### src/include/charger_pkg.sv
// Shared constants and types for the charger supervisor and its host end
// Overview of operation
// - Boost mode only on boost-capable variants
// - High impedance stops charging, boosting, draws nothing
// - No host traffic: safety timer, default settings
// - Input overvoltage stops converter, faults, pulses, recovers
// - Power-on sinks input; 30 ms above minimum
// - Bad adaptor: sink off, pulse, code 011
// - Input near battery: sleep, switch and converter off
// - Input sag tapers current, sets special flag
// - Battery overvoltage stops converter, faults, pulses, recovers
// - Below short threshold charge with reduced current
// - Power-up 262 ms battery check, absent means hi-Z
// - Without detection, regulate defaults at power-up
// - Host termination: discharge sink 262 ms, recheck
// - Battery stays high present, else defaults, retry
// - Any host write swaps safety timer for watchdog
// - Host kick restarts watchdog, bit self-clears
// - Watchdog expiry restores defaults, fifteen-minute mode
// - Safety expiry stops charge, faults, pulses
// - Timer fault clears at power-on; status locked until read
// - Host mode at power-on keeps programmed settings
// - Fifteen-minute mode above low threshold stays hi-Z
// - Each fault gives one 128 us low pulse
package charger_pkg;
	localparam int CLK_PERIOD_NS  = 40;
	localparam int MS_NS          = 1_000_000;
	localparam int MS_CYCLES      = MS_NS / CLK_PERIOD_NS;
	localparam int STAT_PULSE_NS  = 128_000;
	localparam int STAT_PULSE_CYC = STAT_PULSE_NS / CLK_PERIOD_NS;
	localparam int ADAPT_TEST_MS  = 30;
	localparam int DETECT_MS      = 262;
	localparam int WATCHDOG_MS    = 32_000;
	localparam int SAFETY_MS      = 15 * 60 * 1000;
	localparam int RETRY_MS       = 100;
	localparam int LINK_HALF_CYC  = 8;

	// Frame layout, sent most significant bit first
	localparam int FRAME_BITS = 16;
	localparam int RW_BIT     = 15;
	localparam int ADDR_MSB   = 14;
	localparam int ADDR_LSB   = 12;

	localparam logic [2:0] REG_STATUS  = 3'h0;
	localparam logic [2:0] REG_CTRL    = 3'h1;
	localparam logic [2:0] REG_SPECIAL = 3'h5;

	localparam int CTRL_HZ      = 0;
	localparam int CTRL_BOOST   = 1;
	localparam int CTRL_TERM    = 2;
	localparam int CTRL_EN_STAT = 3;
	localparam int CTRL_KICK    = 7;
	localparam logic [7:0] CTRL_RESET = 8'h04;
	localparam int SPECIAL_BIT  = 4;

	localparam logic [2:0] FAULT_NONE        = 3'h0;
	localparam logic [2:0] FAULT_VIN_OVP     = 3'h1;
	localparam logic [2:0] FAULT_SLEEP       = 3'h2;
	localparam logic [2:0] FAULT_BAD_ADAPTOR = 3'h3;
	localparam logic [2:0] FAULT_BAT_OVP     = 3'h4;
	localparam logic [2:0] FAULT_NO_BAT      = 3'h5;
	localparam logic [2:0] FAULT_TIMER       = 3'h6;

	// Synchroniser bit positions: sense comparators, then link pins
	localparam int SNS_VBUS  = 0;
	localparam int SNS_VMIN  = 1;
	localparam int SNS_VOVP  = 2;
	localparam int SNS_SLEEP = 3;
	localparam int SNS_SAG   = 4;
	localparam int SNS_BOVP  = 5;
	localparam int SNS_SHORT = 6;
	localparam int SNS_RCH   = 7;
	localparam int SNS_LOWV  = 8;
	localparam int SNS_TERM  = 9;
	localparam int LNK_CLK   = 10;
	localparam int LNK_SEL   = 11;
	localparam int LNK_MOSI  = 12;
	localparam int SYNC_W    = 13;

	typedef enum logic [3:0] {
		ST_TEST   = 4'h0,
		ST_CHARGE = 4'h1,
		ST_DETECT = 4'h3,
		ST_DONE   = 4'h2,
		ST_RETRY  = 4'h6,
		ST_SLEEP  = 4'h7,
		ST_OVP    = 4'h5,
		ST_HIZ    = 4'h4,
		ST_TFAULT = 4'hC,
		ST_PWRDET = 4'hD
	} charge_state_t;

	typedef enum logic [2:0] {
		H_IDLE = 3'h0,
		H_LOW  = 3'h1,
		H_HIGH = 3'h3,
		H_END  = 3'h2,
		H_GAP  = 3'h6
	} host_state_t;
endpackage

### src/include/charger_link_if.sv
// Serial link and open-drain status line between host and charger
`timescale 1ns/1ps
interface charger_link_if;
	logic link_clk;
	logic link_sel;
	logic link_mosi;
	logic link_miso;
	logic stat_o;
	logic stat_oe;
	logic stat_line;

	// Pull-up resolves the open-drain status line
	assign stat_line = stat_oe ? stat_o : 1'b1;

	modport device (
		input  link_clk,
		input  link_sel,
		input  link_mosi,
		input  stat_line,
		output link_miso,
		output stat_o,
		output stat_oe
	);
	modport host (
		output link_clk,
		output link_sel,
		output link_mosi,
		input  link_miso,
		input  stat_line
	);
endinterface

### src/verilog/charger_supervisor.sv
// Charger supervisory logic: modes, faults, detection, timers, link slave
//
// The implementer's own choices: the register addresses and the plain strobed port.
`timescale 1ns/1ps
module charger_supervisor #(
	parameter bit BOOST_CAPABLE  = 1'b1,
	parameter bit DETECT_CAPABLE = 1'b1,
	parameter int MS_CYCLES      = charger_pkg::MS_CYCLES,
	parameter int ADAPT_MS       = charger_pkg::ADAPT_TEST_MS,
	parameter int DET_MS         = charger_pkg::DETECT_MS,
	parameter int WDOG_MS        = charger_pkg::WATCHDOG_MS,
	parameter int SAFE_MS        = charger_pkg::SAFETY_MS,
	parameter int RETRY_DLY_MS   = charger_pkg::RETRY_MS
) (
	// Clock and reset
	input  wire logic       core_clk,
	input  wire logic       rst,
	// Link to host
	charger_link_if.device  link,
	// Analog comparator levels
	input  wire logic       vbus_present,
	input  wire logic       vin_above_min,
	input  wire logic       vin_overvoltage,
	input  wire logic       vin_below_sleep,
	input  wire logic       vin_at_sag,
	input  wire logic       bat_overvoltage,
	input  wire logic       bat_below_short,
	input  wire logic       bat_above_recharge,
	input  wire logic       bat_above_low,
	input  wire logic       term_current_seen,
	// Power stage controls
	output logic            conv_on,
	output logic            boost_on,
	output logic            hi_z,
	output logic            adapt_sink_on,
	output logic            discharge_sink_on,
	output logic            block_switch_on,
	output logic            short_mode,
	output logic            sag_limit,
	output logic            default_params,
	output logic [2:0]      fault_code
);
	typedef struct packed {
		logic [charger_pkg::SYNC_W-1:0] s1;
		logic [charger_pkg::SYNC_W-1:0] s2;
		logic [charger_pkg::SYNC_W-1:0] s3;
		logic [charger_pkg::SYNC_W-1:0] flt;
		charger_pkg::charge_state_t     st;
		logic [15:0]                    pre;
		logic [19:0]                    seq_cnt;
		logic [19:0]                    tmr_cnt;
		logic                           host_mode;
		logic                           pwrup_check;
		logic [7:0]                     ctrl;
		logic [2:0]                     fault;
		logic                           status_lock;
		logic                           special;
		logic [11:0]                    pulse_cnt;
		logic [15:0]                    rx;
		logic [15:0]                    tx;
		logic [4:0]                     nbits;
		logic                           miso;
	} sup_t;

	sup_t q;
	sup_t n;

	logic [charger_pkg::SYNC_W-1:0] f;
	logic [charger_pkg::SYNC_W-1:0] rise;
	logic [charger_pkg::SYNC_W-1:0] fall;
	logic                           tick;
	logic                           seq_done_adapt;
	logic                           seq_done_det;
	logic                           seq_done_retry;
	logic                           fault_ev;
	logic [2:0]                     ev_code;
	logic                           tmr_run;
	logic                           tmr_exp;
	logic                           boost_sel;

	assign boost_sel = BOOST_CAPABLE && q.ctrl[charger_pkg::CTRL_BOOST]
		&& !q.ctrl[charger_pkg::CTRL_HZ];

	always_comb begin
		n = q;
		fault_ev = 1'b0;
		ev_code = charger_pkg::FAULT_NONE;

		// Three-stage sync; a level counts once stages two and three agree
		n.s1 = {link.link_mosi, link.link_sel, link.link_clk, term_current_seen,
			bat_above_low, bat_above_recharge, bat_below_short, bat_overvoltage,
			vin_at_sag, vin_below_sleep, vin_overvoltage, vin_above_min, vbus_present};
		n.s2 = q.s1;
		n.s3 = q.s2;
		f = (q.s2 & q.s3) | (q.flt & (q.s2 ^ q.s3));
		n.flt = f;
		rise = f & ~q.flt;
		fall = ~f & q.flt;

		// One millisecond prescaler shared by every interval but the status pulse
		tick = (q.pre == 16'(MS_CYCLES - 1));
		n.pre = tick ? 16'h0000 : q.pre + 16'h0001;
		if (tick) begin
			n.seq_cnt = q.seq_cnt + 20'h00001;
		end
		seq_done_adapt = tick && (q.seq_cnt == 20'(ADAPT_MS - 1));
		seq_done_det = tick && (q.seq_cnt == 20'(DET_MS - 1));
		seq_done_retry = tick && (q.seq_cnt == 20'(RETRY_DLY_MS - 1));

		// Link slave: shift in on clock rise, shift out on clock fall
		if (rise[charger_pkg::LNK_SEL]) begin
			n.nbits = 5'h00;
			n.tx = {5'h00, q.fault, 3'h0, q.special, 4'h0};
			n.miso = q.fault[2] & 1'b0;
		end else if (f[charger_pkg::LNK_SEL]) begin
			if (rise[charger_pkg::LNK_CLK] && q.nbits != 5'h10) begin
				n.rx = {q.rx[14:0], f[charger_pkg::LNK_MOSI]};
				n.nbits = q.nbits + 5'h01;
			end
			if (fall[charger_pkg::LNK_CLK]) begin
				n.tx = {q.tx[14:0], 1'b0};
				n.miso = q.tx[14];
			end
		end
		if (fall[charger_pkg::LNK_SEL] && q.nbits == 5'h10) begin
			if (q.rx[charger_pkg::RW_BIT]) begin
				if (!q.host_mode) begin
					n.host_mode = 1'b1;
					n.tmr_cnt = 20'h00000;
				end
				if (q.rx[charger_pkg::ADDR_MSB:charger_pkg::ADDR_LSB] == charger_pkg::REG_CTRL) begin
					n.ctrl = q.rx[7:0];
					n.ctrl[charger_pkg::CTRL_KICK] = 1'b0;
					if (q.rx[charger_pkg::CTRL_KICK]) begin
						n.tmr_cnt = 20'h00000;
					end
				end
			end else if (q.rx[charger_pkg::ADDR_MSB:charger_pkg::ADDR_LSB]
				== charger_pkg::REG_STATUS) begin
				n.status_lock = 1'b0;
			end
		end

		// Safety timer without host, watchdog with host
		tmr_run = q.host_mode || q.st == charger_pkg::ST_CHARGE
			|| q.st == charger_pkg::ST_PWRDET;
		tmr_exp = tmr_run && tick && (q.tmr_cnt == (q.host_mode ?
			20'(WDOG_MS - 1) : 20'(SAFE_MS - 1)));
		if (tmr_run && tick) begin
			n.tmr_cnt = q.tmr_cnt + 20'h00001;
		end

		case (q.st)
			charger_pkg::ST_TEST: begin
				if (!f[charger_pkg::SNS_VMIN]) begin
					fault_ev = 1'b1;
					ev_code = charger_pkg::FAULT_BAD_ADAPTOR;
					n.st = charger_pkg::ST_RETRY;
					n.seq_cnt = 20'h00000;
				end else if (seq_done_adapt) begin
					n.tmr_cnt = 20'h00000;
					n.pwrup_check = f[charger_pkg::SNS_SHORT];
					if (!q.host_mode && f[charger_pkg::SNS_LOWV]) begin
						n.st = charger_pkg::ST_HIZ;
					end else begin
						n.st = charger_pkg::ST_CHARGE;
					end
				end
			end
			charger_pkg::ST_RETRY: begin
				if (seq_done_retry) begin
					n.st = charger_pkg::ST_TEST;
					n.seq_cnt = 20'h00000;
				end
			end
			charger_pkg::ST_CHARGE: begin
				if (q.ctrl[charger_pkg::CTRL_HZ]) begin
					n.st = charger_pkg::ST_HIZ;
				end else if (DETECT_CAPABLE && q.pwrup_check && !q.host_mode
					&& fall[charger_pkg::SNS_SHORT]) begin
					n.st = charger_pkg::ST_PWRDET;
					n.seq_cnt = 20'h00000;
				end else if (q.host_mode && q.ctrl[charger_pkg::CTRL_TERM]
					&& f[charger_pkg::SNS_RCH] && f[charger_pkg::SNS_TERM]) begin
					n.st = charger_pkg::ST_DETECT;
					n.seq_cnt = 20'h00000;
				end
			end
			charger_pkg::ST_PWRDET: begin
				if (seq_done_det) begin
					n.pwrup_check = 1'b0;
					if (f[charger_pkg::SNS_RCH]) begin
						n.st = charger_pkg::ST_HIZ;
						fault_ev = 1'b1;
						ev_code = charger_pkg::FAULT_NO_BAT;
					end else begin
						n.st = charger_pkg::ST_CHARGE;
					end
				end
			end
			charger_pkg::ST_DETECT: begin
				if (seq_done_det) begin
					if (f[charger_pkg::SNS_RCH]) begin
						n.st = charger_pkg::ST_DONE;
					end else begin
						n.ctrl = charger_pkg::CTRL_RESET;
						n.st = charger_pkg::ST_RETRY;
						n.seq_cnt = 20'h00000;
						fault_ev = 1'b1;
						ev_code = charger_pkg::FAULT_NO_BAT;
					end
				end
			end
			charger_pkg::ST_DONE: begin
				if (!f[charger_pkg::SNS_RCH]) begin
					n.st = charger_pkg::ST_CHARGE;
				end
			end
			charger_pkg::ST_OVP: begin
				if (!f[charger_pkg::SNS_VOVP] && !f[charger_pkg::SNS_BOVP]) begin
					n.st = charger_pkg::ST_CHARGE;
				end
			end
			charger_pkg::ST_SLEEP: begin
				if (!f[charger_pkg::SNS_SLEEP]) begin
					n.st = charger_pkg::ST_CHARGE;
				end
			end
			charger_pkg::ST_HIZ: begin
				if (q.host_mode && !q.ctrl[charger_pkg::CTRL_HZ]) begin
					n.st = charger_pkg::ST_CHARGE;
				end
			end
			default: begin
				n.st = q.st; // Timer fault holds until power-on
			end
		endcase

		// Protection overrides any active charge state
		if (q.st == charger_pkg::ST_CHARGE || q.st == charger_pkg::ST_DETECT
			|| q.st == charger_pkg::ST_DONE || q.st == charger_pkg::ST_PWRDET) begin
			if (f[charger_pkg::SNS_VOVP] || f[charger_pkg::SNS_BOVP]) begin
				n.st = charger_pkg::ST_OVP;
				fault_ev = 1'b1;
				ev_code = f[charger_pkg::SNS_VOVP] ? charger_pkg::FAULT_VIN_OVP
					: charger_pkg::FAULT_BAT_OVP;
			end else if (f[charger_pkg::SNS_SLEEP] && f[charger_pkg::SNS_VMIN]) begin
				n.st = charger_pkg::ST_SLEEP;
				fault_ev = 1'b1;
				ev_code = charger_pkg::FAULT_SLEEP;
			end
		end

		if (tmr_exp) begin
			if (q.host_mode) begin
				n.host_mode = 1'b0;
				n.ctrl = charger_pkg::CTRL_RESET;
				n.tmr_cnt = 20'h00000;
			end else begin
				n.st = charger_pkg::ST_TFAULT;
				fault_ev = 1'b1;
				ev_code = charger_pkg::FAULT_TIMER;
			end
		end

		// Input power-on restarts adaptor test; clears any timer fault
		if (rise[charger_pkg::SNS_VBUS]) begin
			n.st = charger_pkg::ST_TEST;
			n.seq_cnt = 20'h00000;
			n.fault = charger_pkg::FAULT_NONE;
			n.status_lock = 1'b0;
			if (!q.host_mode) begin
				n.ctrl = charger_pkg::CTRL_RESET;
			end
		end else if (!f[charger_pkg::SNS_VBUS]) begin
			n.st = charger_pkg::ST_TEST;
			n.seq_cnt = 20'h00000;
			fault_ev = 1'b0;
		end

		// Set wins over a status read in the same cycle
		if (fault_ev) begin
			n.pulse_cnt = 12'(charger_pkg::STAT_PULSE_CYC);
			if (!q.status_lock) begin
				n.fault = ev_code;
			end
			n.status_lock = 1'b1;
		end else if (q.pulse_cnt != 12'h000) begin
			n.pulse_cnt = q.pulse_cnt - 12'h001;
		end

		n.special = conv_on && f[charger_pkg::SNS_SAG];
	end

	always_ff @(posedge core_clk or posedge rst) begin
		if (rst) begin
			q <= '0;
			q.st <= charger_pkg::ST_TEST;
			q.ctrl <= charger_pkg::CTRL_RESET;
		end else begin
			q <= n;
		end
	end

	// Converter runs only in charge state; boost takes it over
	assign boost_on = boost_sel && q.st == charger_pkg::ST_CHARGE;
	assign conv_on = q.st == charger_pkg::ST_CHARGE && !boost_sel;
	assign hi_z = q.st == charger_pkg::ST_HIZ;
	assign adapt_sink_on = q.st == charger_pkg::ST_TEST && q.flt[charger_pkg::SNS_VBUS];
	assign discharge_sink_on = q.st == charger_pkg::ST_DETECT;
	assign block_switch_on = q.st != charger_pkg::ST_SLEEP && q.flt[charger_pkg::SNS_VBUS];
	assign short_mode = conv_on && q.flt[charger_pkg::SNS_SHORT];
	assign sag_limit = conv_on && q.flt[charger_pkg::SNS_SAG];
	assign default_params = !q.host_mode;
	assign fault_code = q.fault;
	assign link.link_miso = q.miso;
	assign link.stat_o = 1'b0;
	assign link.stat_oe = q.pulse_cnt != 12'h000
		|| (conv_on && q.ctrl[charger_pkg::CTRL_EN_STAT]);
endmodule
### src/flat_wrapper.sv
// flat-port wrapper written by rule: the top's interface ports become plain ports
module charger_supervisor_flat 
#(
	parameter bit BOOST_CAPABLE  = 1'b1,
	parameter bit DETECT_CAPABLE = 1'b1,
	parameter int MS_CYCLES      = charger_pkg::MS_CYCLES,
	parameter int ADAPT_MS       = charger_pkg::ADAPT_TEST_MS,
	parameter int DET_MS         = charger_pkg::DETECT_MS,
	parameter int WDOG_MS        = charger_pkg::WATCHDOG_MS,
	parameter int SAFE_MS        = charger_pkg::SAFETY_MS,
	parameter int RETRY_DLY_MS   = charger_pkg::RETRY_MS
)
  (core_clk, rst, vbus_present, vin_above_min, vin_overvoltage, vin_below_sleep, vin_at_sag, bat_overvoltage, bat_below_short, bat_above_recharge, bat_above_low, term_current_seen, conv_on, boost_on, hi_z, adapt_sink_on, discharge_sink_on, block_switch_on, short_mode, sag_limit, default_params, fault_code, link_link_clk, link_link_sel, link_link_mosi, link_link_miso, link_stat_o, link_stat_oe);
  charger_link_if link_i ();
  input  wire logic core_clk;
  input  wire logic rst;
  input  wire logic vbus_present;
  input  wire logic vin_above_min;
  input  wire logic vin_overvoltage;
  input  wire logic vin_below_sleep;
  input  wire logic vin_at_sag;
  input  wire logic bat_overvoltage;
  input  wire logic bat_below_short;
  input  wire logic bat_above_recharge;
  input  wire logic bat_above_low;
  input  wire logic term_current_seen;
  output logic conv_on;
  output logic boost_on;
  output logic hi_z;
  output logic adapt_sink_on;
  output logic discharge_sink_on;
  output logic block_switch_on;
  output logic short_mode;
  output logic sag_limit;
  output logic default_params;
  output logic [2:0] fault_code;
  input wire logic [$bits(link_i.link_clk)-1:0] link_link_clk;
  input wire logic [$bits(link_i.link_sel)-1:0] link_link_sel;
  input wire logic [$bits(link_i.link_mosi)-1:0] link_link_mosi;
  output wire logic [$bits(link_i.link_miso)-1:0] link_link_miso;
  output wire logic [$bits(link_i.stat_o)-1:0] link_stat_o;
  output wire logic [$bits(link_i.stat_oe)-1:0] link_stat_oe;
  assign link_i.link_clk = link_link_clk;
  assign link_i.link_sel = link_link_sel;
  assign link_i.link_mosi = link_link_mosi;
  assign link_link_miso = link_i.link_miso;
  assign link_stat_o = link_i.stat_o;
  assign link_stat_oe = link_i.stat_oe;
  charger_supervisor #(.BOOST_CAPABLE(BOOST_CAPABLE), .DETECT_CAPABLE(DETECT_CAPABLE), .MS_CYCLES(MS_CYCLES), .ADAPT_MS(ADAPT_MS), .DET_MS(DET_MS), .WDOG_MS(WDOG_MS), .SAFE_MS(SAFE_MS), .RETRY_DLY_MS(RETRY_DLY_MS)) u_core (.core_clk(core_clk), .rst(rst), .link(link_i), .vbus_present(vbus_present), .vin_above_min(vin_above_min), .vin_overvoltage(vin_overvoltage), .vin_below_sleep(vin_below_sleep), .vin_at_sag(vin_at_sag), .bat_overvoltage(bat_overvoltage), .bat_below_short(bat_below_short), .bat_above_recharge(bat_above_recharge), .bat_above_low(bat_above_low), .term_current_seen(term_current_seen), .conv_on(conv_on), .boost_on(boost_on), .hi_z(hi_z), .adapt_sink_on(adapt_sink_on), .discharge_sink_on(discharge_sink_on), .block_switch_on(block_switch_on), .short_mode(short_mode), .sag_limit(sag_limit), .default_params(default_params), .fault_code(fault_code));
endmodule
### config.mk
export PLATFORM = sky130hd
export DESIGN_NAME = charger_supervisor_flat
export DESIGN_NICKNAME = d
export VERILOG_FILES = /design/src/include/charger_pkg.sv /design/src/include/charger_link_if.sv /design/src/verilog/charger_supervisor.sv /design/src/flat_wrapper.sv
export SDC_FILE = /design/constraint.sdc
export NUM_CORES = 1
export LEC_CHECK = 0
export ABC_AREA = 1
export BUFFER_PORTS_ARGS = -buffer_cell sky130_fd_sc_hd__buf_2
export CAP_MARGIN = 20
export CORE_ASPECT_RATIO = 1.5
export CORE_MARGIN = 2
export CORE_UTILIZATION = 55
export DETAILED_ROUTE_END_ITERATION = 16
export PLACE_DENSITY = 0.77
export SLEW_MARGIN = 5
export SYNTH_ARGS = -nofsm -noshare
export SYNTH_HDL_FRONTEND = slang
export SYNTH_SLANG_ARGS = --single-unit
export TNS_END_PERCENT = 100
### constraint.sdc
create_clock -name core_clk -period 6.4 [get_ports core_clk]
set_input_delay 1.28 -clock core_clk [delete_from_list [all_inputs] [get_ports core_clk]]
set_output_delay 1.28 -clock core_clk [all_outputs]
set_load 0.02 [all_outputs]
# Yosys cells after proc, flatten, opt, wreduce, memory -nomap -nowiden
# Index checks and enable logic that the tools add are counted.
[totals]
word_cells = 204
out_inout_bits = 15
in_bits = 15
regBits = 176
[classes]
n_addsub = 5
reduce_logical = 52
muxes = 98
n_eq_ne = 21
n_bitwise = 9
[op_table]
columns = ["op", "count"]
rows = [
  ["20-bit two-way mux", 17],
  ["21-bit two-way mux", 7],
  ["4-bit two-way mux", 20],
  ["20-bit one-hot mux with 4 select lines", 1],
  ["8-bit two-way mux", 9],
  ["3-bit two-way mux", 14],
  ["20-bit by 1-bit adder with 20-bit output, second input constant", 2],
  ["12-bit two-way mux", 3],
  ["4-bit one-hot mux with 9 select lines", 1],
  ["13-bit AND", 2],
  ["1-bit logical AND", 25],
  ["12-bit AND", 2],
  ["12-bit NOT", 2],
  ["20-bit == test", 1],
  ["20-bit by 5-bit == test with 1-bit output, second input constant", 1],
  ["20-bit by 7-bit == test with 1-bit output, second input constant", 1],
  ["20-bit by 9-bit == test with 1-bit output, second input constant", 1],
  ["1-bit two-way mux", 19],
  ["16-bit by 1-bit adder with 16-bit output, second input constant", 1],
  ["16-bit by 15-bit == test with 1-bit output, second input constant", 1],
  ["4-bit by 3-bit == test with 1-bit output, second input constant", 4],
  ["16-bit two-way mux", 1],
  ["15-bit two-way mux", 1],
  ["13-bit OR", 1],
  ["other kinds (28)", 48],
]

# Logic depth before layout (Yosys ltp)
# Gate-level depths: netlist of the first run.
[depth]
depth_word = 16
depth_mapped = 15
mapped_depth_nobuf = 14

# Worst setup path after synthesis of the first run
# No wires, ideal clock.
[synth_path]
kind = "register to output"
from = "reg u_core.q[123] (netlist bit)"
to = "out sag_limit"
path_buffers = 1
required_ns = 5.120
arrival_ns = 1.634
setup_slack_ns = 3.486
path_stages_with_launch = 7
cell_sequence = "dfrtp_1 -> buf_2 -> nor2_2 -> nand2_2 -> a21oi_1 -> inv_1 -> nor2_1"
[synth_between]
elab_chain_cells = 3
[synth_lines]
columns = ["element", "line", "text"]
rows = [
  ["from (decl)", "charger_supervisor.sv:65", "sup_t q;"],
  ["from (signal assigned)", "charger_supervisor.sv:301", "q <= n;"],
  ["4-bit by 1-bit == test with 1-bit output", "charger_supervisor.sv:307", "assign conv_on = q.st == charger_pkg::ST_CHARGE && !boost_sel;"],
  ["1-bit logical AND", "charger_supervisor.sv:307", ""],
  ["named net conv_on", "flat_wrapper.sv:27", "output logic conv_on;"],
  ["1-bit logical AND", "charger_supervisor.sv:313", "assign sag_limit = conv_on && q.flt[charger_pkg::SNS_SAG];"],
  ["to (decl)", "flat_wrapper.sv:34", "output logic sag_limit;"],
]
# The timed path passes the listed nets, and every way through them passes these cells.

# Final worst setup path of the first run
[layout_path]
from = "reg u_core.q[38] (netlist bit)"
to = "out link_stat_oe"
[layout_between]
elab_chain_cells = 2
[layout_lines]
columns = ["element", "line", "text"]
rows = [
  ["12-bit nonzero test", "charger_supervisor.sv:318", "assign link.stat_oe = q.pulse_cnt != 12'h000"],
  ["1-bit logical OR", "charger_supervisor.sv:319", "|| (conv_on && q.ctrl[charger_pkg::CTRL_EN_STAT]);"],
  ["to (decl)", "flat_wrapper.sv:42", "output wire logic [$bits(link_i.stat_oe)-1:0] link_stat_oe;"],
]
# Every way passes these cells.

==> results.txt, run 1 <==
For this run, the post-layout net count is 1146. The leakage power came out at 4.660 nW. The core box area came out at 0.01548 mm2. The total number of clock tree sinks is 168. After floorplanning, the core was divided into 56 placement rows.

The buffering stage count on the worst path with inverters included is 3. The post-route clock skew is 12.14 ps. The die boundary height is 157.6 um. The routability congestion estimate from global placement came out at 0.9539.

The logic gate share of total power came out at 16.6%. The minimum clock period came out at 3444 ps. The area of the die is 0.01677 mm2. The I/O pin total is 30. The min-delay analysis places its worst path in the category flop to flop. Traced cell by cell, the critical path runs through inv_1 -> ha_1 -> nand3_1 -> nor3_2 -> nand3_1 -> clkinv_1 -> nand2_1 -> buf_2.

The clock power share is 37.6%. The count of flip-flops with a built-in enable after synthesis is 0. The worst-case clock buffer depth is 2. The global-route total usage across every layer is 23.36%. The number of antenna repair diodes came out at 0. The post-DP HPWL is 12.98 mm. Setup repair after global routing left no endpoint under its margin. After detailed routing, the average wire length per cell comes to 13.71 um. The area occupied by multi-input gates came out at 0.003801 mm2.

In the layout the commonest cells are 262 x nand2_1, 167 x dfrtp_1, 139 x nor2_1, 125 x inv_1, 75 x nand3_1. Clock-pin slew was measured on the worst setup and hold paths at 70 ps. The number of max-cap violations is 0. The depth of the CTS H-tree is 4.

The share of total power dissipated in sequential elements is 45.8%. The number of unique standard cell types used by synthesis came out at 48. The area of the mapped netlist came out at 0.008650 mm2.

The number of buffers inserted by post-CTS setup repair came out at 0. The final route contains 6962 vias. The ratio of total power to cell area came out at 283.6 mW/mm2.

The sequential cell area fraction in the yosys report is 48.62%. The number of remaining DRC errors is 0. Wires add up to 18.06 mm. The arrival time of data at the critical path endpoint came out at 2160 ps.

The violation count after the first detailed-routing iteration is 449. The switching power is 802.4 uW. The setup-violating endpoint count in the final report came out at 0. The synthesized area per cell is 8.069 um2.

The async set-reset flop share out of synthesis is 100.0%. The slew of the pin with the lowest slew margin is 878.8 ps. The maximum clock frequency came out at 290.3 MHz.

The Yosys step of the flow raised 0 warnings. The register cell area after layout came out at 0.004205 mm2. In the synthesized netlist the dominant register cell turns out to be dfrtp_1.

Net switching is 29.69% of the power. The number of instances resized during post-cts repair came out at 0. Entering global routing, the biggest net connects 69 pins. The average via count per standard cell is 5.286. The share of layout cells above drive strength 1 came out at 9.695%. The critical path class is flop to output port. TritonCTS built the clock tree.

The slowest library cell on the worst path is dfrtp_1. For this run, the slowest stage of the critical path takes 380 ps. The number of max-slew violations in the final report came out at 0. The run finished with clean final reports. Leaving out fill and tap cells, the most frequent cell in the layout is nand2_1. The required time at the endpoint of the critical path is 5120 ps. The total of buffers placed on input and output ports came out at 28. The count of endpoints failing hold in the final timing report is 0. The post-route core utilization came out at 61.54%. The critical-path maximum fanout came out at 9. The clock buffer count from CTS came out at 17. The sum of negative setup slack is 0 ps. The worst voltage drop across the vdd grid is 224.8 uV. The number of global-route vias before repair is 6814. The area growth from synthesis to final layout came out at 10.17%. In this run, post-CTS hold repair placed 0 buffers.

The critical path's most frequent cell is nand3_1. The number of fill cells in the layout came out at 1321. Internal power comes to 1.900 mW.

The category of the worst setup path capture point is an output port. The number of antenna violations at the first check in global routing is 0. In this run the tightest slew margin relative to its limit is 41.35%. The worst-case register-to-register setup slack is 3460 ps. In this run the horizontal extent of the chip is 106.4 um. The tree is rooted in a clkbuf_16. The iteration count of the initial detailed-routing pass is 6.

The number of standard cells after synthesis came out at 1072. The leftover overflow at the end of global routing came out at 0. The category of the worst setup path launch point is a flop. The initial core utilization is 55.86%. The final worst-path cycle share came out at 53.82%.

The cell family contributing the most delay on the critical path is simple AND/OR/NAND/NOR gates. The post-route antenna net violation count came out at 0. The number of synthesized register bits is 168.

The net count of the mapped netlist is 1117. The first-pass GRT wire length is 31.26 mm. Clock latency on the worst-skew pair, taken at its later pin, is 430 ps.
-- per-stage QoR --
step | setup WS, ps | total power [mW] | hold slack [ps] | area [um2] | instances
after floorplan | 574.9 | 1.600 | 331.2 | 8650 | 1072
after global placement | 3439 | 1.691 | 332.6 | 8939 | 1285
after detailed placement | 3405 | 1.704 | 335.5 | 8939 | 1285
after CTS | 2935 | 2.727 | 351.7 | 9529 | 1317
after global routing | 2720 | 2.854 | 354.5 | 9529 | 1317
final | 2956 | 2.703 | 349.3 | 9529 | 1317
-- worst paths after layout --
check / start / endpoint / cells past startpoint
worst max-delay path: u_core.q[38]$_DFFE_PP0P_ / link_stat_oe / 8
min in group asynchronous: rst / u_core.q[118]$_DFF_PP0_ / 2
worst max register to register: u_core.q[105]$_DFF_PP0_ / u_core.q[43]$_DFFE_PP0P_ / 12
max in group asynchronous: rst / u_core.q[84]$_DFF_PP0_ / 3
worst min-delay path: u_core.n[152]$_DFF_PP0_ / u_core.n[139]$_DFF_PP0_ / 0
worst min register to register: u_core.n[152]$_DFF_PP0_ / u_core.n[139]$_DFF_PP0_ / 0
-- layer usage --
layer,routed length (um),vias to the layer above,track usage (%)
met5,0,-,0
met4,614,0,12.16
met3,698,55,4.364
met2,9004,162,39.41
met1,7741,3250,28.52
li1,-,3495,-
-- state kept, by name, indices dropped and copies added (netlist names) --
register	count
u_core.q	138
u_core.n	26
u_core.fault_code	3
u_core.link.link_miso	1
-- power by group through the flow --
stage          Sequential [mW]  Combinational [mW]  Clock [mW]
2_1_floorplan             1.23               0.367           0
5_1_grt                   1.25               0.518        1.09
6_report                  1.24               0.448        1.02
3_3_place_gp              1.25               0.439           0
3_5_place_dp              1.26               0.448           0
4_1_cts                   1.24               0.451        1.04
-- cells in the mapped netlist, types with 3 or more instances --
| cell type | instances | area share, % |
|---|---|---|
| nand2_1 | 262 | 11 |
| dfrtp_1 | 167 | 48 |
| nor2_1 | 139 | 6.0 |
| inv_1 | 126 | 5.5 |
| nand3_1 | 75 | 4.3 |
| o21ai_0 | 50 | 2.9 |
| a21oi_1 | 35 | 2.0 |
| ha_1 | 30 | 4.3 |
| nor3_1 | 29 | 1.7 |
| xor2_1 | 22 | 2.2 |
| nand4_1 | 18 | 1.3 |
| nand2_2 | 11 | 0.80 |
| nor2_2 | 9 | 0.65 |
| clkbuf_1 | 8 | 0.35 |
| inv_2 | 8 | 0.35 |
| a31oi_1 | 7 | 0.51 |
| xnor2_1 | 6 | 0.61 |
| buf_4 | 5 | 0.43 |
| nor2_4 | 5 | 0.65 |
| o211ai_1 | 5 | 0.43 |
| a21o_1 | 4 | 0.35 |
| buf_2 | 4 | 0.23 |
| buf_6 | 4 | 0.52 |
| o22ai_1 | 4 | 0.29 |
| nand3_2 | 3 | 0.35 |
| nand3b_1 | 3 | 0.26 |
| o21ai_2 | 3 | 0.30 |
| o21bai_1 | 3 | 0.26 |
| or2_1 | 3 | 0.22 |
-- logic make-up (layout without fill, tap and decap cells) --
logic type	Yosys count	count (layout)	synth area share, %
AOI/OAI and AO/OA	123	123	8.274
xor gates and xnor gates	28	28	2.835
adders and majority gates	30	30	4.340
buffers and inverters	157	199	7.435
DFF	168	168	48.62
muxes	1	1	0.1157
other	1	1	0.04335
and+or+nand+nor	564	564	28.34
-- layout make-up --
| type | count | share of cell area, % |
|---|---|---|
| clock buffers | 22 | 5.081 |
| flip-flops and latches | 168 | 44.13 |
| repair buffers | 31 | 1.707 |
| clock inverters | 10 | 1.116 |
| multi-input cells | 747 | 39.89 |
| inverters | 136 | 5.410 |
| well taps | 203 | 2.665 |
(Power assumes the default switching activity.)
==> run 2, diff against run 1 <==
--- a/config.mk
+++ b/config.mk
@@ -12,7 +12,7 @@
 export CORE_MARGIN = 2
 export CORE_UTILIZATION = 55
 export DETAILED_ROUTE_END_ITERATION = 16
-export PLACE_DENSITY = 0.77
+export PLACE_DENSITY = 0.8
 export SLEW_MARGIN = 5
 export SYNTH_ARGS = -nofsm -noshare
 export SYNTH_HDL_FRONTEND = slang
==> constraint.sdc (replaced) <==
create_clock -name core_clk -period 3 [get_ports core_clk]
set_input_delay 0.6 -clock core_clk [delete_from_list [all_inputs] [get_ports core_clk]]
set_output_delay 0.6 -clock core_clk [all_outputs]
set_load 0.02 [all_outputs]
==> run 2 against run 1 <==
Clock power is 120% higher. Sequential power up 110%. Cell area up 1.1%. Largest cell class unchanged.
==> results.txt, run 2 (synthesis gave the netlist of run 1 again) <==
The number of antenna violations at the first check in global routing came to 0. The slew of the pin with the lowest slew margin is 730.8 ps. The remaining max-slew budget at the tightest pin is 51.28%. The violation count after the first detailed-routing iteration is 477.

After detailed routing, the wire length on met1 is 7.827 mm. The cts-stage hold buffer count came out at 0. The iteration count of the initial detailed-routing pass came out at 7. The die boundary height is 157.6 um.

The top cell types in the final layout, fill and taps aside, are 262 x nand2_1, 167 x dfrtp_1, 139 x nor2_1, 125 x inv_1, 74 x nand3_1. The post-route clock skew came out at 11.25 ps. Setup repair after global routing left no endpoint under its margin. The routability congestion estimate from global placement is 0.9490.

Compared with the post-synthesis result, the final layout area differs by 11.33%. The row count is 56. The number of global-route vias before repair is 7134.

The total of buffers placed on input and output ports came out at 28. Leaving out fill and tap cells, the most frequent cell in the layout is nand2_1. The number of buffers inserted by post-CTS setup repair came out at 0. Clock-pin slew was measured on the worst setup and hold paths at 70 ps. Entering global routing, the biggest net connects 110 pins. The number of instances resized during post-cts repair came out at 0. STA puts the critical path data arrival time at 2210 ps.

The delay contributed by the slowest stage of the critical path came out at 380 ps. The leakage power is 4.708 nW. The maximum clock frequency is 356.4 MHz.

The global-route total usage across every layer came out at 23.88%. The clock buffer count from CTS came out at 17. The number of max-slew violations in the final report came out at 0. The total number of clock tree sinks is 168. The worst setup path is launched from a flop. The amount of wire on met2 after detailed routing is 9.654 mm. The total length of routed met3 wires came out at 617 um.

The later pin in the worst-skew pair is clocked with a latency of 440 ps. The number of flip-flops under the largest register name is 138. TritonCTS built the clock tree.

The worst-case clock buffer depth is 2. The cell chosen for the clock root is clkbuf_16. The first-pass GRT wire length is 32.09 mm. The routed wirelength normalized by instance count is 14.13 um. Summed over all layers, the global routing overflow is 0. The critical path is of the flop to output port type.

The repair_antennas step left the layout with diodes totalling 0. After detailed routing, the number of vias per cell comes to 5.307. In this run the number of H-tree levels came out at 4. The I/O pin total came out at 30. The minimum clock period came out at 2806 ps. The total placed instance area is 0.009002 mm2.

In this run the power density over the cells is 612.1 mW/mm2. The floorplan step defined a die boundary enclosing 0.01677 mm2. The critical path goes through inv_1 -> ha_1 -> nand3_1 -> nor3_2 -> nand3_2 -> clkinvlp_4 -> nand2_1 -> buf_2. The share of layout cells above drive strength 1 is 10.53%. Detailed placement finished with a half-perimeter wire length of 13.26 mm. Signal routing reaches up to met4. The sum of negative setup slack is 0 ps.

The critical-path maximum fanout is 9. In this run the worst hold path is classified as primary input to flop. For the worst setup path, the data required time is 2400 ps. The final cell area excluding filler cells came out at 0.009629 mm2.

IR analysis of the VDD net gives a maximum drop of 481.2 uV. The number of nets at the end of the flow came out at 1153. In the routed design, unresolved DRC markers number 0. For this design, the slowest cell found on the critical path is dfrtp_1. The total area inside the core boundary comes to 0.01548 mm2. The post-route antenna net violation count is 0. STA classifies the critical path endpoint as an output port.

The run finished with clean final reports. The total wirelength of the detailed-routed design is 18.71 mm. The number of vias in the routed layout came out at 7027. The initial core utilization is 55.86%. Max-cap violations in this run came to 0. Setup violations remaining at the end of the flow were counted as 0. The count of endpoints failing hold in the final timing report was 0. Counting flops per register, the top entry is u_core.q. The final worst-path cycle share is 93.52%. The floorplan die width came out at 106.4 um.
run 2: cell count changes in the layout (fill, tap and decap cells not counted), sizes merged:
| cell | before | now |
|---|---|---|
| buf | 31 | 38 |
| clkbuf | 22 | 18 |
| inv | 139 | 141 |
| bufinv | 1 | 2 |
| clkinvlp | 1 | 2 |
run 2: worst paths after layout:
path                                               start                       end  slack, ps  depth (start not counted)
worst max-delay path            u_core.q[38]$_DFFE_PP0P_              link_stat_oe        190                          8
worst min-delay path                          vin_at_sag   u_core.n[155]$_DFF_PP0_        260                          1
worst max register to register   u_core.q[105]$_DFF_PP0_  u_core.q[43]$_DFFE_PP0P_        530                         13
worst min register to register   u_core.n[159]$_DFF_PP0_   u_core.n[146]$_DFF_PP0_        350                          0
max in group asynchronous                            rst   u_core.q[132]$_DFF_PP0_       2080                          3
min in group asynchronous                            rst   u_core.q[141]$_DFF_PP0_        290                          3
run 2: cell type report:
| type | count | area [um2] |
|---|---|---|
| clock buffer | 18 | 439.2 |
| clock inverter | 14 | 178.9 |
| fill | 1331 | 5856 |
| inverter | 136 | 518.0 |
| multi-input combinational | 747 | 3806 |
| sequential | 168 | 4205 |
| tap | 203 | 254.0 |
| timing repair buffer | 38 | 227.7 |
run 2: critical path, delay by kind of cell (launching register included):
family	cells	cell delay, ps
simple gates	4	690
buf+inv	3	490
flops	1	380
fa+ha+maj	1	220
run 2: per-layer routing:
| layer | vias up | track usage [%] |
|---|---|---|
| met5 | - | 0 |
| met4 | 0 | 11.47 |
| met3 | 43 | 4.199 |
| met2 | 145 | 41.45 |
| met1 | 3328 | 28.71 |
| li1 | 3511 | - |
run 2: power breakdown:
group / internal, mW / switching, mW
clock network: 1.29 / 0.991
registers: 2.47 / 0.168
logic: 0.338 / 0.636
total: 4.10 / 1.79
run 2: through the flow:
step	utilization [%]	setup WS, ps	hold WS, ps	cells	total power, mW
after global placement	58.14	707.8	333.0	1292	3.609
after CTS	62.13	185.3	252.1	1324	5.939
after detailed placement	58.14	606.6	335.7	1292	3.644
after global routing	62.18	7.118	251.6	1324	6.187
after floorplan	-	260.1	331.2	1072	3.415
final	62.18	194.3	262.0	1324	5.894
